### config.mk
export PLATFORM = sky130hd
export DESIGN_NAME = upb_burst
export DESIGN_NICKNAME = d
export VERILOG_FILES = /design/src/hdl/upb_pkg.sv /design/src/hdl/upb_burst.sv
export VERILOG_INCLUDE_DIRS = /design/src /design/src/hdl
export SDC_FILE = /design/constraint.sdc
export NUM_CORES = 1
export LEC_CHECK = 0
export ABC_CLOCK_PERIOD_IN_PS = 2900
export BUFFER_PORTS_ARGS = -buffer_cell sky130_fd_sc_hd__buf_2
export CAP_MARGIN = 20
export CORE_ASPECT_RATIO = 0.5
export CORE_MARGIN = 2
export CORE_UTILIZATION = 30
export CTS_CLUSTER_DIAMETER = 60
export CTS_CLUSTER_SIZE = 12
export DETAILED_ROUTE_END_ITERATION = 8
export MAX_ROUTING_LAYER = met4
export PLACE_DENSITY = 0.5
export SYNTH_ARGS = -nofsm -noshare
export SYNTH_HDL_FRONTEND = slang
export SYNTH_SLANG_ARGS = --single-unit
export TNS_END_PERCENT = 50
### constraint.sdc
create_clock -name CLK -period 2.9 [get_ports CLK]
set_clock_uncertainty 0.1 [all_clocks]
set_input_delay 0.145 -clock CLK [delete_from_list [all_inputs] [get_ports CLK]]
set_output_delay 0.145 -clock CLK [all_outputs]
set_load 0.02 [all_outputs]
### src/hdl/upb_regs.svh
// Timing constants for the uplink packet burst sequencer
`ifndef UPB_REGS_SVH
`define UPB_REGS_SVH
`define UPB_PREAMBLE_CHIPS 14'h1000
`define UPB_SLOT_CHIPS 14'h0a00
`define UPB_SLOTS_PER_FRAME 4'hf
`define UPB_ACCESS_SLOT_CHIPS 14'h1400
`define UPB_ACCESS_SLOTS 4'hf
`define UPB_SIG_REPEATS 9'h100
`define UPB_SIG_SYMBOLS 5'h10
`define UPB_CTRL_SF 9'h100
`define UPB_K_MIN 3'h2
`define UPB_K_MAX 3'h6
`define UPB_SF_AT_KMIN 9'h040
`endif
### src/hdl/upb_pkg.sv
// Types for the uplink packet burst sequencer
package upb_pkg;
	typedef enum logic [2:0] {
		UPB_IDLE = 3'b000,
		UPB_WAIT = 3'b001,
		UPB_ACCESS = 3'b010,
		UPB_COLL = 3'b011,
		UPB_POWER = 3'b100,
		UPB_MSG = 3'b101
	} upb_state_t;

	typedef enum logic [1:0] {
		UPB_CODE_NONE = 2'b00,
		UPB_CODE_ACCESS = 2'b01,
		UPB_CODE_RANDOM = 2'b10,
		UPB_CODE_COLL = 2'b11
	} upb_code_t;

	// Burst request from the access controller
	typedef struct packed {
		logic [3:0] access_slot;
		logic [3:0] signature;
		logic [3:0] coll_signature;
		logic [7:0] frames;
		logic [2:0] k;
		logic shared_sigs;
	} upb_req_t;

	// Per-chip transmit control toward the modulator
	typedef struct packed {
		logic active;
		logic preamble;
		logic [3:0] signature;
		logic [3:0] sig_symbol;
		upb_code_t code;
		logic data_on;
		logic ctrl_on;
		logic tfci_on;
		logic [8:0] data_sf;
		logic [8:0] ctrl_sf;
		logic [3:0] slot;
		logic slot_start;
	} upb_tx_t;

	typedef struct packed {
		upb_state_t state;
		upb_req_t req;
		logic [3:0] slot_ctr;
		logic [13:0] chip_ctr;
		logic [8:0] rep_ctr;
		logic [7:0] frame_ctr;
		logic [3:0] slot;
		logic [13:0] as_chip;
		logic [3:0] as_num;
		logic frame_seen;
		logic rejected;
		logic done;
		upb_tx_t tx;
	} upb_st_t;
endpackage

### src/hdl/upb_burst.sv
// Uplink packet burst sequencer: preambles, power preamble and message frames
`timescale 1ns/10ps
`include "upb_regs.svh"

// Functional notes
// - Burst opens with one or more access preambles, each 4096 chips.
// - Exactly one collision-check preamble of 4096 chips follows.
// - A 10 ms power-setting preamble in control channel format follows.
// - Message is N whole 10 ms frames, N not above the maximum.
// - Burst starts only at access-slot offsets from broadcast frame boundary.
// - Access-slot timing and structure match the random-access channel.
// - Each message frame has 15 slots of 2560 chips.
// - Data and control parts of a slot are sent in parallel.
// - Data part holds 10*2^k bits, k 2..6, spreading factor 64 down to 4.
// - Control part always uses spreading factor 256.
// - Power preamble control fields carry pilot and power bits, no format field.
// - Collision preamble uses random-access signatures with its own scrambling segment.
// - Access preambles use a signature subset; own segment or shared random-access code.
// - Fifteen start offsets per two broadcast frames, spaced 5120 chips.
// - Each preamble is a 16-symbol signature repeated 256 times.
// - Signature is one of 16 Hadamard-derived signatures.
module upb_burst #(
	parameter int MAX_FRAMES = 8
) (
	// Clock and reset
	input wire logic CLK,
	input wire logic RST,
	// Chip strobe and broadcast frame boundary (every second frame)
	input wire logic CHIP_EN,
	input wire logic FRAME_PAIR,
	// Burst request
	input wire logic START,
	input wire upb_pkg::upb_req_t REQ,
	input wire logic ACCESS_AGAIN,
	output logic BUSY,
	output logic REJECT,
	output logic DONE,
	// Transmit control
	output upb_pkg::upb_tx_t TX
);
	upb_pkg::upb_st_t s;
	upb_pkg::upb_st_t next_s;
	logic frame_pair_m;
	logic frame_pair_q;
	logic frame_pair_d;
	logic frame_edge;

	// Valid k maps to data spreading factor 64 >> (k - 2)
	function automatic logic [8:0] data_sf(input logic [2:0] k);
		data_sf = 9'(`UPB_SF_AT_KMIN >> (k - `UPB_K_MIN));
	endfunction

	// Boundary pin is asynchronous to the chip clock, so resync before edge detect
	always_ff @(posedge CLK) begin
		if (RST) begin
			frame_pair_m <= 1'b0;
			frame_pair_q <= 1'b0;
			frame_pair_d <= 1'b0;
		end else begin
			frame_pair_m <= FRAME_PAIR;
			frame_pair_q <= frame_pair_m;
			frame_pair_d <= frame_pair_q;
		end
	end
	assign frame_edge = frame_pair_q & ~frame_pair_d;

	// Sequencer and access-slot timer
	always_comb begin
		logic seg_end;
		logic slot_end;
		next_s = s;
		seg_end = 1'b0;
		slot_end = 1'b0;
		next_s.rejected = 1'b0;
		next_s.done = 1'b0;
		next_s.tx.slot_start = 1'b0;
		// Access slots restart on the frame-pair boundary
		if (frame_edge) begin
			next_s.as_chip = 14'h0000;
			next_s.as_num = 4'h0;
			next_s.frame_seen = 1'b1;
		end else if (CHIP_EN) begin
			if (s.as_chip == `UPB_ACCESS_SLOT_CHIPS - 14'h0001) begin
				next_s.as_chip = 14'h0000;
				if (s.as_num != `UPB_ACCESS_SLOTS - 4'h1) begin
					next_s.as_num = s.as_num + 4'h1;
				end
			end else begin
				next_s.as_chip = s.as_chip + 14'h0001;
			end
		end
		// Segment chips: access and collision preambles are 16 symbols repeated 256 times per 4096 chips; power and message parts run 2560-chip slots
		if (CHIP_EN && s.state != upb_pkg::UPB_IDLE && s.state != upb_pkg::UPB_WAIT) begin
			next_s.chip_ctr = s.chip_ctr + 14'h0001;
			if (s.chip_ctr[3:0] == 4'hf) begin
				next_s.rep_ctr = s.rep_ctr + 9'h001;
			end
			if (s.state == upb_pkg::UPB_ACCESS || s.state == upb_pkg::UPB_COLL) begin
				// Preamble ends on the last symbol of the last signature repetition
				seg_end = (s.chip_ctr == `UPB_PREAMBLE_CHIPS - 14'h0001) &&
					(s.rep_ctr == `UPB_SIG_REPEATS - 9'h001);
			end else begin
				slot_end = (s.chip_ctr == `UPB_SLOT_CHIPS - 14'h0001);
				seg_end = slot_end && (s.slot_ctr == `UPB_SLOTS_PER_FRAME - 4'h1);
			end
			if (seg_end || slot_end) begin
				next_s.chip_ctr = 14'h0000;
				next_s.rep_ctr = 9'h000;
			end
			if (slot_end) begin
				next_s.slot_ctr = seg_end ? 4'h0 : s.slot_ctr + 4'h1;
				next_s.tx.slot_start = 1'b1;
				next_s.tx.slot = seg_end ? 4'h0 : s.slot_ctr + 4'h1;
			end
		end
		case (s.state)
			upb_pkg::UPB_IDLE: begin
				if (START) begin
					// Over-long message or out-of-range k is refused outright
					if (REQ.frames == 8'h00 || 32'(REQ.frames) > MAX_FRAMES ||
						REQ.k < `UPB_K_MIN || REQ.k > `UPB_K_MAX) begin
						next_s.rejected = 1'b1;
					end else begin
						next_s.req = REQ;
						next_s.state = upb_pkg::UPB_WAIT;
					end
				end
			end
			upb_pkg::UPB_WAIT: begin
				// Start only on an access-slot boundary matching the requested slot
				if (CHIP_EN && s.frame_seen && s.as_chip == `UPB_ACCESS_SLOT_CHIPS - 14'h0001 &&
					(s.as_num == `UPB_ACCESS_SLOTS - 4'h1 ? 4'h0 : s.as_num + 4'h1) ==
					s.req.access_slot) begin
					next_s.state = upb_pkg::UPB_ACCESS;
					next_s.chip_ctr = 14'h0000;
					next_s.rep_ctr = 9'h000;
					next_s.slot_ctr = 4'h0;
				end
			end
			upb_pkg::UPB_ACCESS: begin
				// ACCESS_AGAIN sampled at preamble end repeats the access preamble
				if (seg_end && !ACCESS_AGAIN) begin
					next_s.state = upb_pkg::UPB_COLL;
				end
			end
			upb_pkg::UPB_COLL: begin
				if (seg_end) begin
					next_s.state = upb_pkg::UPB_POWER;
					next_s.tx.slot_start = 1'b1;
					next_s.tx.slot = 4'h0;
				end
			end
			upb_pkg::UPB_POWER: begin
				if (seg_end) begin
					next_s.state = upb_pkg::UPB_MSG;
					next_s.frame_ctr = 8'h00;
					next_s.tx.slot_start = 1'b1;
				end
			end
			upb_pkg::UPB_MSG: begin
				if (seg_end) begin
					if (s.frame_ctr == s.req.frames - 8'h01) begin
						next_s.state = upb_pkg::UPB_IDLE;
						next_s.done = 1'b1;
						next_s.tx.slot_start = 1'b0;
					end else begin
						next_s.frame_ctr = s.frame_ctr + 8'h01;
					end
				end
			end
			default: begin
				next_s.state = upb_pkg::UPB_IDLE;
			end
		endcase
		// Transmit control follows the state being entered
		next_s.tx.active = 1'b0;
		next_s.tx.preamble = 1'b0;
		next_s.tx.code = upb_pkg::UPB_CODE_NONE;
		next_s.tx.data_on = 1'b0;
		next_s.tx.ctrl_on = 1'b0;
		next_s.tx.tfci_on = 1'b0;
		next_s.tx.signature = 4'h0;
		next_s.tx.sig_symbol = 4'h0;
		next_s.tx.data_sf = data_sf(next_s.req.k);
		next_s.tx.ctrl_sf = `UPB_CTRL_SF;
		case (next_s.state)
			upb_pkg::UPB_ACCESS: begin
				next_s.tx.active = 1'b1;
				next_s.tx.preamble = 1'b1;
				next_s.tx.signature = next_s.req.signature;
				// Symbol index tracks the chip now going out, not the one before it
				next_s.tx.sig_symbol = next_s.chip_ctr[3:0];
				next_s.tx.code = next_s.req.shared_sigs ? upb_pkg::UPB_CODE_RANDOM :
					upb_pkg::UPB_CODE_ACCESS;
			end
			upb_pkg::UPB_COLL: begin
				next_s.tx.active = 1'b1;
				next_s.tx.preamble = 1'b1;
				next_s.tx.signature = next_s.req.coll_signature;
				next_s.tx.sig_symbol = next_s.chip_ctr[3:0];
				next_s.tx.code = upb_pkg::UPB_CODE_COLL;
			end
			upb_pkg::UPB_POWER: begin
				next_s.tx.active = 1'b1;
				next_s.tx.ctrl_on = 1'b1;
			end
			upb_pkg::UPB_MSG: begin
				next_s.tx.active = 1'b1;
				next_s.tx.data_on = 1'b1;
				next_s.tx.ctrl_on = 1'b1;
				next_s.tx.tfci_on = 1'b1;
			end
			default: begin
				next_s.tx.sig_symbol = 4'h0;
			end
		endcase
	end

	// State register
	always_ff @(posedge CLK) begin
		if (RST) begin
			s <= '0;
		end else begin
			s <= next_s;
		end
	end

	assign BUSY = (s.state != upb_pkg::UPB_IDLE);
	assign REJECT = s.rejected;
	assign DONE = s.done;
	assign TX = s.tx;
endmodule

Word-level counts from Yosys, hierarchy flattened. Cells that the tools add are included.

Add/sub/neg operators: 8. $lt $le $gt $ge: 3. Equal/unequal tests: 23. Shift-type cells: 1. Muxes and demuxes: 45. Bitwise gates (word level): 8. Reductions and logical operators: 28.

Operators with widths (count): $mux 27 (5); $add 14x1->14 const B (2); $eq 14x12->1 const B (2); $mux 14 (2); $mux 8 (3); $mux 23 (1); $mux 20 (1); $mux 3 (6); $pmux 3 s6 (1); $mux 4 (4); $pmux 8 s2 (1); $mux 5 (3); $eq 14x13->1 const B (1); $mux 1 (13); $eq 3x2->1 const B (4); $eq 3x3->1 const B (4); $eq 4x4->1 const B (3); $pmux 5 s2 (1); $add 9x1->9 const B (1); $eq 9x8->1 const B (1); $mux 9 (1); $shr 7x3->9 const A (1); $add 4x1->4 const B (2); $add 8x1->8 const B (1); 28 further kinds (52).

Flip-flop bits (word level): 123. Bits of input ports: 30. Output and inout port bits: 41. Word-level logic and storage cells: 146.

Logic depth before layout (Yosys ltp). Gate-level depths: netlist of the first run.

Depth in word-level cells: 12. Gate-level depth with buffers: 11. Mapped depth without buffers: 10.

Least setup slack after synthesis of the first run. No wires, ideal clock.

Path kind: register to register. Start point: register s[41] (netlist bit). End point: register s[82] (netlist bit). Setup time: 118 ps. Arrival time: 2268 ps. Data required time: 2682 ps. Slack: 414 ps. Stages on the path, launching flop included: 10. Buffers on the path: 1. Period minus slack after synthesis: 2486 ps. Cells stage by stage: dfxtp_1 > inv_1 > ha_1 > nor3_1 > a21oi_1 > o32a_1 > or4_1 > o21ai_1 > buf_2 > nor2_1.

Word-level cells in the longest chain between the ends: 6. Elaborated cells between the ends (all ways): 7. Those cells by class: add/sub (1); eq/ne (2); mux (3); reduce/logical (1).

RTL lines: start: declaration (line upb_burst.sv:41) `upb_pkg::upb_st_t s;`; start signal: assignment (line upb_burst.sv:224) `s <= next_s;`; $add 4x1->4 / $eq 4x4->1 (equally long branches) (line upb_burst.sv:132) `` (s.as_num == `UPB_ACCESS_SLOTS - 4'h1 ? 4'h0 : s.as_num + 4'h1) == ``; $mux 4 * (line upb_burst.sv:132); $eq 4x4->1 * (line upb_burst.sv:132); $logic_and 1x1->1 * (line upb_burst.sv:131) `` if (CHIP_EN && s.frame_seen && s.as_chip == `UPB_ACCESS_SLOT_CHIPS - 14'h0001 && ``; $mux 27 * (line upb_burst.sv:131); $mux 27 * (line upb_burst.sv:116) `case (s.state)`.

Mark *: on every way between the ends. The rest lies on a longest branch, timed or not. A chain may end at the register's enable or synchronous reset.

Final worst setup path of the first run.
Start point: register s[73] (netlist bit). End point: register s[70] (netlist bit).

Word-level cells in the longest chain between the ends: 7. Elaborated cells between the ends (all ways): 8. Those cells by class: eq/ne (3); mux (3); reduce/logical (2).

RTL lines: $eq 9x8->1 * (line upb_burst.sv:101) `` (s.rep_ctr == `UPB_SIG_REPEATS - 9'h001); ``; $logic_and 1x1->1 * (line upb_burst.sv:100) `` seg_end = (s.chip_ctr == `UPB_PREAMBLE_CHIPS - 14'h0001) && ``; $mux 1 * (line upb_burst.sv:98) `if (s.state == upb_pkg::UPB_ACCESS || s.state == upb_pkg::UPB_COLL) begin`; $mux 1 * (2 in a row) (line upb_burst.sv:93) `if (CHIP_EN && s.state != upb_pkg::UPB_IDLE && s.state != upb_pkg::UPB_WAIT) begin`; $ne 2x2->1 (no source line); $reduce_and 4->1 (no source line) *.

Mark *: on every way between the ends. The rest lies on a longest branch, timed or not. The select of a mux whose other input is x is not followed.

==> run_summary.xml, run 1 <==
<?xml version="1.0" encoding="UTF-8"?>
<metrics>
  <group name="yosys">
    <metric name="synth_enable_flop_cells" unit="">0</metric>
    <metric name="post_synth_inst_count" unit="">605</metric>
    <metric name="ys_ff_latch" unit="">113</metric>
    <metric name="part_of_the_yosys_area_used_for_sequential_elements" unit="%">42.7</metric>
    <metric name="synthDistinctLibCells" unit="">61</metric>
    <metric name="synth-main-ff-cell" unit="">sky130_fd_sc_hd__dfxtp_1</metric>
    <metric name="synthesis.area_per_instance" unit="sq um">8.76</metric>
    <metric name="yosysWarningCount" unit="">0</metric>
    <metric name="netlist.area_leader.share" unit="%">42.7</metric>
    <metric name="postSynth.asyncResetShare" unit="%">0</metric>
    <metric name="netlist.top_cell.by_area" unit="">sky130_fd_sc_hd__dfxtp_1</metric>
    <metric name="netlist_area" unit="sq um">5300</metric>
    <metric name="ys_top_cells_by_area" unit="">sky130_fd_sc_hd__dfxtp_1 43%, sky130_fd_sc_hd__nor2_1 6.2%, sky130_fd_sc_hd__buf_4 5.4%, sky130_fd_sc_hd__mux2i_1 4.5%, sky130_fd_sc_hd__xor2_1 4.1%</metric>
  </group>
  <group name="hold_path">
    <metric name="worstHoldPathCells" unit="">3</metric>
    <metric name="holdCritStartpoint" unit="">START</metric>
    <metric name="worst_hold_path.endpoint" unit="">REJECT$_SDFF_PP0_</metric>
    <metric name="timing.hold.worst.class" unit="">input pin to register</metric>
  </group>
  <group name="power">
    <metric name="internal_power" unit="mW">3.01</metric>
    <metric name="pwr-share-seq" unit="%">40.6</metric>
    <metric name="pwr_density_cell" unit="nW/um^2">595</metric>
    <metric name="vdd_drop_max" unit="V">0.000459</metric>
    <metric name="proportion_of_power_drawn_by_the_clock_network" unit="%">56.0</metric>
    <metric name="pwr-share-comb" unit="%">3.4</metric>
    <metric name="sw_frac_of_total" unit="%">22.2</metric>
    <metric name="p_leak" unit="nW">2.69</metric>
    <metric name="p_sw" unit="uW">856</metric>
  </group>
  <group name="critical_path">
    <metric name="cp_slowest_cell" unit="">sky130_fd_sc_hd__or4_1</metric>
    <metric name="cp-start-kind" unit="">register</metric>
    <metric name="timing.critical_path.required" unit="ns">3.13</metric>
    <metric name="r2r-end" unit="">s[70]$_SDFFE_PP0P_</metric>
    <metric name="r2r_cells" unit="">10</metric>
    <metric name="crit_fanout" unit="">12</metric>
    <metric name="worstSetupEndpointType" unit="">register</metric>
    <metric name="cp_data_arrival_time" unit="ns">2.90</metric>
    <metric name="timing.setup.critical_path_class" unit="">register to register</metric>
    <metric name="critical_path.startpoint" unit="">s[73]$_SDFF_PP0_</metric>
    <metric name="setup.reg_to_reg.worst_slack" unit="ns">0.23</metric>
    <metric name="crit_path_cell_trace" unit="">nand3_1 -&gt; nor2_1 -&gt; nand2_1 -&gt; nor2_1 -&gt; ha_1 -&gt; nand3_1 -&gt; a21oi_4 -&gt; nand2_1 -&gt; or4_1 -&gt; a21oi_1</metric>
    <metric name="cp.buffers_inverters" unit="">0</metric>
    <metric name="cp_slowest_stage_delay" unit="ns">0.56</metric>
    <metric name="regToRegStartpoint" unit="">s[73]$_SDFF_PP0_</metric>
    <metric name="critPathTopFamily" unit="">simple AND/OR/NAND/NOR gates</metric>
  </group>
  <group name="finish">
    <metric name="layout.cells.non_filler" unit="">917</metric>
    <metric name="nNetsFinal" unit="">711</metric>
    <metric name="final_util" unit="%">37.5</metric>
    <metric name="area.growth.synth_to_final" unit="%">22.6</metric>
    <metric name="antenna_cells" unit="">0</metric>
    <metric name="fillers" unit="">1707</metric>
    <metric name="post_route_cells_drive_above_1_share" unit="%">17.4</metric>
  </group>
  <group name="global_route">
    <metric name="busiest_layer" unit="">met2</metric>
    <metric name="first_pass_grt_wire_length" unit="um">18900</metric>
    <metric name="total_overflow_reported_by_the_global_router" unit="">0</metric>
    <metric name="antenna_found_initial" unit="">0</metric>
    <metric name="grt_met3_use" unit="%">3.85</metric>
    <metric name="grt_start_max_net_pins" unit="">31</metric>
    <metric name="globalRouteMet2Util" unit="%">20.4</metric>
    <metric name="grtUsageMet1" unit="%">16.7</metric>
    <metric name="first_global_vias" unit="">3839</metric>
    <metric name="gr-usage-all-layers" unit="%">13.2</metric>
  </group>
  <group name="die">
    <metric name="io_pins" unit="">71</metric>
    <metric name="start_util" unit="%">30.6</metric>
    <metric name="floorplan.die.width" unit="um">192</metric>
    <metric name="die_height" unit="um">98.0</metric>
    <metric name="floorplan.rows" unit="">34</metric>
    <metric name="floorplan.die_area" unit="sq um">18800</metric>
    <metric name="core_region_area" unit="sq um">17300</metric>
  </group>
  <group name="placement">
    <metric name="portBuffers" unit="">60</metric>
    <metric name="routabilityCongestion" unit="">0.781</metric>
    <metric name="hpwlAfterDp" unit="um">8260</metric>
    <metric name="minimum_setup_slack_after_placement" unit="ns">0.209</metric>
    <metric name="dpl.cell_count" unit="">864</metric>
  </group>
  <group name="drt">
    <metric name="drt_iter0_drc" unit="">190</metric>
    <metric name="detail_route.drc_violations" unit="">0</metric>
    <metric name="detail_route.wl_per_cell" unit="um">12.8</metric>
    <metric name="num_vias" unit="">4227</metric>
    <metric name="ant_nets" unit="">0</metric>
    <metric name="drt_first_pass_iters" unit="">4</metric>
    <metric name="vias_per_cell" unit="">4.61</metric>
    <metric name="wirelength" unit="um">11700</metric>
  </group>
  <group name="outcome">
    <metric name="status" unit="">finished clean</metric>
  </group>
  <group name="timing">
    <metric name="final_min_period_over_clock_period" unit="%">92.0</metric>
    <metric name="final_max_slew_viol_count" unit="">0</metric>
    <metric name="maxClockFrequency" unit="GHz">0.375</metric>
    <metric name="crit_path_setup_slack_layout" unit="ns">0.233</metric>
    <metric name="final-hold-violation-count" unit="">0</metric>
    <metric name="holdWs" unit="ns">0.0223</metric>
    <metric name="worstMarginPinSlew" unit="ns">0.574</metric>
    <metric name="timing.max_slew.rel_slack" unit="%">61.2</metric>
    <metric name="setup_total_negative_slack" unit="ns">0</metric>
    <metric name="final-setup-viol-count" unit="">0</metric>
    <metric name="fin_crit_period" unit="ns">2.67</metric>
  </group>
  <group name="clock_tree">
    <metric name="clock_tree.htree_level_count" unit="">4</metric>
    <metric name="clockBufferDepth" unit="">2</metric>
    <metric name="worst_setup_hold_path_clk_slew" unit="ns">0.06</metric>
    <metric name="clkLatencyLatePin" unit="ns">0.41</metric>
    <metric name="ctsRootBufferMaster" unit="">sky130_fd_sc_hd__clkbuf_16</metric>
    <metric name="cts-buffers-inserted" unit="">17</metric>
    <metric name="cts_tree" unit="">yes</metric>
    <metric name="cts_num_sinks" unit="">113</metric>
  </group>
  <group name="job">
    <metric name="number_of_max_cap_violations" unit="">0</metric>
  </group>
</metrics>
==> per-layer routing <==
| layer | share of wire [%] | vias to the layer above |
|---|---|---|
| met5 | 0 | - |
| met1 | 50 | 1972 |
| met3 | 2.8 | 5 |
| met4 | 0.67 | 0 |
| li1 | - | 2193 |
| met2 | 47 | 57 |
==> cells by family after synthesis <==
family / Yosys count / share of synthesized area (%)
AOI/OAI and AO/OA: 88 / 11.2
xor gates and xnor gates: 45 / 7.44
adders and majority gates: 11 / 2.60
buffers and inverters: 78 / 8.53
DFF: 113 / 42.7
muxes: 25 / 4.75
other: 1 / 0.0708
and+or+nand+nor: 244 / 22.7
==> cell type report <==
class	count	area, sq um	area share (%)
inverter	19	71.3	1.10
clock buffer	18	439	6.76
tap	234	293	4.51
timing repair buffer	96	623	9.60
sequential	113	2260	34.8
multi-input combinational	423	2630	40.4
clock inverter	14	179	2.76
==> stage by stage <==
| stage | cell area, sq um | power (mW) |
|---|---|---|
| floorplan | 5330 | 1.67 |
| global placement | 5660 | 1.71 |
| detailed placement | 5660 | 1.71 |
| CTS | 6480 | 3.91 |
| global route | 6490 | 4.00 |
| finish | 6490 | 3.86 |
==> synth_stat cells, drive strengths merged, types with 8 or more instances <==
cell,count
and3,13
dfxtp,113
nand4,11
nor2,88
nor3,14
nor2b,8
nand2,38
a31oi,9
ha,11
nand3,27
xnor2,20
buf,48
clkbuf,11
o21ai,13
xor2,25
mux2i,24
a21oi,25
inv,19
nand2b,9
==> power by group through the flow <==
stage               Sequential (mW)  Clock [mW]  Combinational [mW]
floorplan                      1.60           0              0.0722
global placement               1.60           0               0.108
detailed placement             1.60           0               0.109
CTS                            1.57        2.22               0.131
global route                   1.57        2.29               0.143
finish                         1.57        2.16               0.130
==> worst max-delay path by stage <==
stage,cells past startpoint,slack [ns],to
final,10,0.23,s[70]$_SDFFE_PP0P_
after global routing,10,-0.009,s[66]$_SDFFE_PP0P_
after CTS,10,0.17,s[70]$_SDFFE_PP0P_
after detailed placement,10,0.21,s[70]$_SDFFE_PP0P_
after global placement,10,0.30,s[66]$_SDFFE_PP0P_
after floorplan,9,0.41,s[82]$_SDFF_PP0_
==> state kept, by name, indices dropped and copies added, names as in the netlist <==
signal	cells
frame_pair_q	1
frame_pair_m	1
TX	27
DONE	1
frame_pair_d	1
s	81
REJECT	1
==> placed cells by master, fill, tap and decap left out, types with 5 or more instances in the layout <==
master and instances:
sky130_fd_sc_hd__nand2b_1 9, sky130_fd_sc_hd__xor2_1 25, sky130_fd_sc_hd__a21oi_1 24, sky130_fd_sc_hd__conb_1 10, sky130_fd_sc_hd__dfxtp_1 113, sky130_fd_sc_hd__clkbuf_16 17, sky130_fd_sc_hd__nor2b_1 8, sky130_fd_sc_hd__inv_1 19
sky130_fd_sc_hd__nand4_1 11, sky130_fd_sc_hd__a31oi_1 9, sky130_fd_sc_hd__nor4_1 6, sky130_fd_sc_hd__a211oi_1 7, sky130_fd_sc_hd__dlygate4sd3_1 21, sky130_fd_sc_hd__xnor2_1 20, sky130_fd_sc_hd__nor3_1 14, sky130_fd_sc_hd__nand3_1 27
sky130_fd_sc_hd__mux2i_1 24, sky130_fd_sc_hd__or4_1 5, sky130_fd_sc_hd__nor2_1 88, sky130_fd_sc_hd__buf_2 60, sky130_fd_sc_hd__o2111ai_1 5, sky130_fd_sc_hd__o21ai_0 11, sky130_fd_sc_hd__and3_1 13, sky130_fd_sc_hd__buf_4 15
sky130_fd_sc_hd__ha_1 11, sky130_fd_sc_hd__nand2_1 38
==> repair_timing <==
item                                    4_1_cts  5_1_grt
gates resized for setup                       0        1
hold buffers                                 21        0
buffers inserted                              0        0
endpoints found under the hold margin        23        0
endpoints found under the setup margin        0        4
==> tightest hold or removal path, delay by kind of cell <==
kind	cells	cell delay [ns]
buf+inv	1	0.11
compound gates	1	0.09
simple gates	1	0.12
Power figures use the tool's default switching activity.
==> run 2, diff against run 1 <==
==> constraint.sdc (replaced) <==
create_clock -name CLK -period 2.9 [get_ports CLK]
set_clock_uncertainty 0.1 [all_clocks]
set_input_delay 0.29 -clock CLK [delete_from_list [all_inputs] [get_ports CLK]]
set_output_delay 0.29 -clock CLK [all_outputs]
set_load 0.02 [all_outputs]
==> run_summary.xml, run 2 (synthesized netlist as in run 1, its figures left out) <==
<?xml version="1.0" encoding="UTF-8"?>
<metrics>
  <group name="finish">
    <metric name="nNetsFinal" unit="">689</metric>
    <metric name="final_area" unit="sq um">6240</metric>
    <metric name="fillers" unit="">1747</metric>
    <metric name="layout.cells.most_common" unit="">sky130_fd_sc_hd__dfxtp_1</metric>
    <metric name="max_flop_register" unit="">s</metric>
    <metric name="post_route_cells_drive_above_1_share" unit="%">17.9</metric>
    <metric name="area.growth.synth_to_final" unit="%">17.7</metric>
    <metric name="largest_register_ffs" unit="">81</metric>
    <metric name="layout.cells.non_filler" unit="">896</metric>
    <metric name="layout.cells.most_common_list" unit="">113 x sky130_fd_sc_hd__dfxtp_1, 88 x sky130_fd_sc_hd__nor2_1, 60 x sky130_fd_sc_hd__buf_2, 38 x sky130_fd_sc_hd__nand2_1, 27 x sky130_fd_sc_hd__nand3_1</metric>
  </group>
  <group name="placement">
    <metric name="dpl_cell_area" unit="sq um">5650</metric>
    <metric name="minimum_setup_slack_after_placement" unit="ns">0.249</metric>
    <metric name="hpwlAfterDp" unit="um">8170</metric>
    <metric name="routabilityCongestion" unit="">0.762</metric>
    <metric name="dpl.cell_count" unit="">863</metric>
    <metric name="portBuffers" unit="">60</metric>
  </group>
  <group name="critical_path">
    <metric name="timing.setup.critical_path_class" unit="">register to register</metric>
    <metric name="crit_fanout" unit="">7</metric>
    <metric name="setup.reg_to_reg.worst_slack" unit="ns">0.27</metric>
    <metric name="worstSetupEndpointType" unit="">register</metric>
    <metric name="r2r-end" unit="">s[122]$_SDFF_PP0_</metric>
    <metric name="critPathTopFamily" unit="">simple AND/OR/NAND/NOR gates</metric>
    <metric name="cp-start-kind" unit="">register</metric>
    <metric name="r2r_cells" unit="">6</metric>
    <metric name="cp.buffers_inverters" unit="">0</metric>
    <metric name="cp_slowest_cell" unit="">sky130_fd_sc_hd__or4_1</metric>
    <metric name="cp_slowest_stage_delay" unit="ns">0.55</metric>
    <metric name="timing.critical_path.required" unit="ns">3.07</metric>
    <metric name="crit_path_cell_trace" unit="">or4_1 -&gt; o21ai_0 -&gt; nor4b_1 -&gt; o211ai_1 -&gt; o21bai_1 -&gt; a221oi_1</metric>
    <metric name="cp_data_arrival_time" unit="ns">2.79</metric>
    <metric name="regToRegStartpoint" unit="">s[102]$_SDFFE_PP0P_</metric>
  </group>
  <group name="clock_tree">
    <metric name="worst_setup_hold_path_clk_slew" unit="ns">0.06</metric>
    <metric name="ctsRootBufferMaster" unit="">sky130_fd_sc_hd__clkbuf_16</metric>
    <metric name="cts.repair.resized" unit="">0</metric>
    <metric name="cts_num_sinks" unit="">113</metric>
    <metric name="cts_tree" unit="">yes</metric>
    <metric name="post-cts-setup-buffers" unit="">0</metric>
    <metric name="cts-buffers-inserted" unit="">17</metric>
    <metric name="clock_tree.htree_level_count" unit="">4</metric>
    <metric name="postCtsHoldBufs" unit="">0</metric>
    <metric name="clockBufferDepth" unit="">2</metric>
    <metric name="clkLatencyLatePin" unit="ns">0.41</metric>
  </group>
  <group name="die">
    <metric name="floorplan.rows" unit="">34</metric>
    <metric name="io_pins" unit="">71</metric>
    <metric name="floorplan.die.width" unit="um">192</metric>
    <metric name="start_util" unit="%">30.6</metric>
    <metric name="floorplan.die_area" unit="sq um">18800</metric>
    <metric name="die_height" unit="um">98.0</metric>
    <metric name="core_region_area" unit="sq um">17300</metric>
  </group>
  <group name="drt">
    <metric name="ant_nets" unit="">0</metric>
    <metric name="detail_route.drc_violations" unit="">0</metric>
    <metric name="wirelength" unit="um">11300</metric>
    <metric name="drt_first_pass_iters" unit="">5</metric>
    <metric name="detail_route.wl_per_cell" unit="um">12.7</metric>
    <metric name="drt_iter0_drc" unit="">179</metric>
    <metric name="vias_per_cell" unit="">4.55</metric>
    <metric name="num_vias" unit="">4078</metric>
  </group>
  <group name="timing">
    <metric name="final-setup-viol-count" unit="">0</metric>
    <metric name="holdWs" unit="ns">0.0135</metric>
    <metric name="rsz_0062_raised_after_global_routing" unit="">false</metric>
    <metric name="timing.max_slew.rel_slack" unit="%">58.9</metric>
    <metric name="setup_total_negative_slack" unit="ns">0</metric>
    <metric name="worstMarginPinSlew" unit="ns">0.608</metric>
    <metric name="maxClockFrequency" unit="GHz">0.381</metric>
    <metric name="final_max_slew_viol_count" unit="">0</metric>
    <metric name="final-hold-violation-count" unit="">0</metric>
    <metric name="final_min_period_over_clock_period" unit="%">90.6</metric>
    <metric name="crit_path_setup_slack_layout" unit="ns">0.273</metric>
    <metric name="fin_crit_period" unit="ns">2.63</metric>
  </group>
  <group name="global_route">
    <metric name="first_global_vias" unit="">3830</metric>
    <metric name="gr-usage-all-layers" unit="%">13.1</metric>
    <metric name="antenna_found_initial" unit="">1</metric>
    <metric name="total_overflow_reported_by_the_global_router" unit="">0</metric>
    <metric name="grt_start_max_net_pins" unit="">31</metric>
    <metric name="first_pass_grt_wire_length" unit="um">18900</metric>
  </group>
  <group name="power">
    <metric name="p_leak" unit="nW">2.57</metric>
    <metric name="vdd_drop_max" unit="V">0.000342</metric>
    <metric name="pwr_density_cell" unit="nW/um^2">590</metric>
  </group>
  <group name="hold_path">
    <metric name="worst_hold_path.endpoint" unit="">frame_pair_m$_SDFF_PP0_</metric>
    <metric name="holdCritStartpoint" unit="">FRAME_PAIR</metric>
    <metric name="worstHoldPathCells" unit="">2</metric>
    <metric name="timing.hold.worst.class" unit="">input pin to register</metric>
  </group>
  <group name="outcome">
    <metric name="status" unit="">finished clean</metric>
  </group>
  <group name="job">
    <metric name="number_of_max_cap_violations" unit="">0</metric>
  </group>
</metrics>
[run 2: cell types whose count changed in the layout (fill, tap and decap cells not counted)]
| cell | before | now |
|---|---|---|
| sky130_fd_sc_hd__a211oi_1 | 7 | 6 |
| sky130_fd_sc_hd__a211oi_2 | 0 | 1 |
| sky130_fd_sc_hd__buf_4 | 15 | 14 |
| sky130_fd_sc_hd__bufinv_16 | 3 | 1 |
| sky130_fd_sc_hd__clkbuf_1 | 0 | 1 |
| sky130_fd_sc_hd__clkinv_2 | 1 | 0 |
| sky130_fd_sc_hd__clkinvlp_4 | 3 | 5 |
| sky130_fd_sc_hd__diode_2 | 0 | 1 |
| sky130_fd_sc_hd__dlygate4sd3_1 | 21 | 0 |
[run 2: power by group]
group          internal [mW]  leakage, nW  switching (mW)
logic                 0.0383         1.40          0.0686
clock network           1.21        0.263           0.789
registers               1.56        0.912         0.00529
[run 2: final cells by class]
cell class	count	area, sq um	area share, %
antenna	1	2.50	0.0401
clock buffer	19	443	7.10
clock inverter	13	129	2.07
inverter	19	71.3	1.14
multi-input combinational	423	2630	42.2
sequential	113	2260	36.3
tap	234	293	4.70
timing repair buffer	74	405	6.50
[run 2: worst max-delay path by stage]
stage,from,end,depth (start not counted)
finish,s[102]$_SDFFE_PP0P_,s[122]$_SDFF_PP0_,6
global route,s[73]$_SDFF_PP0_,s[66]$_SDFFE_PP0P_,10
CTS,s[73]$_SDFF_PP0_,s[66]$_SDFFE_PP0P_,10
detailed placement,s[73]$_SDFF_PP0_,s[66]$_SDFFE_PP0P_,10
global placement,s[73]$_SDFF_PP0_,s[66]$_SDFFE_PP0P_,10
floorplan,s[41]$_SDFFE_PP0P_,s[82]$_SDFF_PP0_,9
[run 2: through the flow]
stage | power [mW] | utilization (%)
CTS | 3.73 | 35.9
floorplan | 1.67 | -
global placement | 1.71 | 32.6
detailed placement | 1.71 | 32.6
global route | 3.81 | 36.0
finish | 3.68 | 36.0
[run 2: per-layer routing]
metal / global-route usage [%] / share of wire (%) / up-vias
met5: - / 0 / -
met4: 4.62 / 0.76 / 0
met3: 3.52 / 3.7 / 7
met2: 19.8 / 45 / 54
met1: 16.9 / 51 / 1862
li1: - / - / 2155
==> run 3, diff against run 2 <==
CORE_UTILIZATION = 56   (was 30)
MAX_ROUTING_LAYER = unset   (was met4)
PLACE_DENSITY = 0.81   (was 0.5)
==> run_summary.xml, run 3 (synthesized netlist as in run 1, its figures left out) <==
<?xml version="1.0" encoding="UTF-8"?>
<metrics>
  <group name="finish">
    <metric name="max_flop_register" unit="">s</metric>
    <metric name="largest_register_ffs" unit="">81</metric>
    <metric name="post_route_cells_drive_above_1_share" unit="%">17.5</metric>
    <metric name="area.growth.synth_to_final" unit="%">15.8</metric>
    <metric name="multi_input_area" unit="sq um">2630</metric>
    <metric name="nNetsFinal" unit="">686</metric>
    <metric name="layout.cells.non_filler" unit="">779</metric>
    <metric name="fillers" unit="">712</metric>
    <metric name="layout.area.seq" unit="sq um">2260</metric>
    <metric name="layout.cells.most_common" unit="">sky130_fd_sc_hd__dfxtp_1</metric>
    <metric name="antenna_cells" unit="">0</metric>
    <metric name="layout.cells.most_common_list" unit="">113 x sky130_fd_sc_hd__dfxtp_1, 88 x sky130_fd_sc_hd__nor2_1, 60 x sky130_fd_sc_hd__buf_2, 37 x sky130_fd_sc_hd__nand2_1, 27 x sky130_fd_sc_hd__nand3_1</metric>
  </group>
  <group name="critical_path">
    <metric name="crit_fanout" unit="">7</metric>
    <metric name="r2r_cells" unit="">6</metric>
    <metric name="worst_setup_path_endpoint" unit="">TX[24]$_SDFF_PP0_</metric>
    <metric name="timing.setup.critical_path_class" unit="">register to register</metric>
    <metric name="cp_data_arrival_time" unit="ns">2.85</metric>
    <metric name="cp-start-kind" unit="">register</metric>
    <metric name="setup.reg_to_reg.worst_slack" unit="ns">0.22</metric>
    <metric name="critical_path.startpoint" unit="">s[102]$_SDFFE_PP0P_</metric>
    <metric name="timing.critical_path.required" unit="ns">3.07</metric>
    <metric name="worstSetupEndpointType" unit="">register</metric>
    <metric name="r2r-end" unit="">TX[24]$_SDFF_PP0_</metric>
    <metric name="regToRegStartpoint" unit="">s[102]$_SDFFE_PP0P_</metric>
  </group>
  <group name="timing">
    <metric name="holdWs" unit="ns">0.00852</metric>
    <metric name="rsz_0062_raised_after_global_routing" unit="">true</metric>
    <metric name="fin_crit_period" unit="ns">2.68</metric>
    <metric name="final_max_slew_viol_count" unit="">0</metric>
    <metric name="final_min_period_over_clock_period" unit="%">92.3</metric>
    <metric name="worstMarginPinSlew" unit="ns">0.677</metric>
    <metric name="maxClockFrequency" unit="GHz">0.373</metric>
    <metric name="final-setup-viol-count" unit="">0</metric>
    <metric name="final-hold-violation-count" unit="">0</metric>
    <metric name="timing.max_slew.rel_slack" unit="%">54.9</metric>
  </group>
  <group name="power">
    <metric name="internal_power" unit="mW">3.08</metric>
    <metric name="vdd_drop_max" unit="V">0.000428</metric>
    <metric name="p_sw" unit="uW">808</metric>
    <metric name="pwr-share-comb" unit="%">2.6</metric>
    <metric name="pwr_density_cell" unit="nW/um^2">634</metric>
    <metric name="total_power" unit="mW">3.89</metric>
    <metric name="sw_frac_of_total" unit="%">20.8</metric>
    <metric name="pwr-share-seq" unit="%">40.3</metric>
    <metric name="p_leak" unit="nW">2.59</metric>
    <metric name="proportion_of_power_drawn_by_the_clock_network" unit="%">57.1</metric>
  </group>
  <group name="clock_tree">
    <metric name="cts_num_sinks" unit="">113</metric>
    <metric name="worst_setup_hold_path_clk_slew" unit="ns">0.06</metric>
    <metric name="clock_tree.htree_level_count" unit="">4</metric>
    <metric name="cts_tree" unit="">yes</metric>
    <metric name="clockBufferDepth" unit="">2</metric>
    <metric name="clkLatencyLatePin" unit="ns">0.42</metric>
    <metric name="cts-buffers-inserted" unit="">17</metric>
    <metric name="ctsRootBufferMaster" unit="">sky130_fd_sc_hd__clkbuf_16</metric>
  </group>
  <group name="global_route">
    <metric name="antenna_found_initial" unit="">0</metric>
    <metric name="gr-usage-all-layers" unit="%">22.9</metric>
    <metric name="first_pass_grt_wire_length" unit="um">18500</metric>
    <metric name="total_overflow_reported_by_the_global_router" unit="">0</metric>
    <metric name="grt_start_max_net_pins" unit="">31</metric>
    <metric name="first_global_vias" unit="">3997</metric>
  </group>
  <group name="job">
    <metric name="number_of_max_cap_violations" unit="">0</metric>
  </group>
  <group name="drt">
    <metric name="num_vias" unit="">4298</metric>
    <metric name="drt_first_pass_iters" unit="">5</metric>
    <metric name="ant_nets" unit="">0</metric>
    <metric name="detail_route.wl_per_cell" unit="um">14.2</metric>
    <metric name="vias_per_cell" unit="">5.52</metric>
    <metric name="drt_iter0_drc" unit="">296</metric>
    <metric name="wirelength" unit="um">11100</metric>
    <metric name="detail_route.drc_violations" unit="">0</metric>
  </group>
  <group name="die">
    <metric name="floorplan.die_area" unit="sq um">10300</metric>
    <metric name="io_pins" unit="">71</metric>
    <metric name="die_height" unit="um">72.8</metric>
    <metric name="core_region_area" unit="sq um">9320</metric>
    <metric name="floorplan.rows" unit="">25</metric>
    <metric name="floorplan.die.width" unit="um">142</metric>
    <metric name="start_util" unit="%">56.8</metric>
  </group>
  <group name="hold_path">
    <metric name="timing.hold.worst.class" unit="">input pin to register</metric>
  </group>
  <group name="placement">
    <metric name="dpl.cell_count" unit="">746</metric>
    <metric name="hpwlAfterDp" unit="um">7260</metric>
    <metric name="portBuffers" unit="">60</metric>
    <metric name="routabilityCongestion" unit="">0.822</metric>
  </group>
  <group name="outcome">
    <metric name="status" unit="">finished clean</metric>
  </group>
</metrics>
## run 3: layer usage
metal | share of wire (%) | track usage, % | routed length [um]
met5 | 0 | 0 | 0
met4 | 1.8 | 8.89 | 199
met3 | 5.9 | 6.10 | 656
met2 | 47 | 38.5 | 5190
met1 | 45 | 28.6 | 5010
## run 3: critical path: stages (launching register included)
cell and delay [ns]:
sky130_fd_sc_hd__dfxtp_1 0.38, sky130_fd_sc_hd__or4_1 0.57, sky130_fd_sc_hd__o21ai_0 0.15, sky130_fd_sc_hd__nor4b_1 0.52
sky130_fd_sc_hd__o211ai_1 0.25, sky130_fd_sc_hd__o211ai_1 0.40, sky130_fd_sc_hd__nand2_1 0.15
## run 3: repair_timing
item | in CTS | in global routing
buffers inserted | 0 | 0
endpoints found under the setup margin | 0 | 6
hold buffers | 1 | 0
endpoints found under the hold margin | 1 | 0
resized for setup | 0 | 3
## run 3: how the worst min path moves through the flow
| stage | end | cells past startpoint | from | slack [ns] |
|---|---|---|---|---|
| after floorplan | frame_pair_q$_SDFF_PP0_ | 1 | frame_pair_m$_SDFF_PP0_ | 0.31 |
| after global placement | frame_pair_q$_SDFF_PP0_ | 1 | frame_pair_m$_SDFF_PP0_ | 0.33 |
| after detailed placement | frame_pair_q$_SDFF_PP0_ | 1 | frame_pair_m$_SDFF_PP0_ | 0.34 |
| after CTS | s[117]$_SDFF_PP0_ | 3 | REQ[19] | 0.005 |
| after global routing | s[104]$_SDFFE_PP0P_ | 3 | REQ[6] | 0.02 |
| final | s[114]$_SDFF_PP0_ | 3 | REQ[16] | 0.009 |
## run 3: cell type report
cell class	instances	area share [%]
Tap cell	121	2.47
Inverter	19	1.16
Sequential cell	113	36.9
Multi-Input combinational cell	423	42.8
Clock inverter	12	2.98
Timing Repair Buffer	71	6.28
Clock buffer	20	7.44
## run 3: stage by stage
| step | instance area [sq um] | utilization, % | TNS (ns) | worst slack (ns) |
|---|---|---|---|---|
| global route | 6130 | 65.8 | -0.00638 | -0.00638 |
| CTS | 6130 | 65.7 | 0 | 0.239 |
| global placement | 5480 | 58.8 | 0 | 0.297 |
| detailed placement | 5480 | 58.8 | 0 | 0.251 |
| floorplan | 5330 | - | 0 | 0.414 |
| finish | 6130 | 65.8 | 0 | 0.223 |
## run 3: power groups by stage
stage / clock network (mW) / registers, mW / logic (mW)
floorplan: 0 / 1.60 / 0.0722
global placement: 0 / 1.60 / 0.0981
detailed placement: 0 / 1.60 / 0.0994
CTS: 2.24 / 1.57 / 0.102
global route: 2.31 / 1.57 / 0.113
finish: 2.22 / 1.57 / 0.103
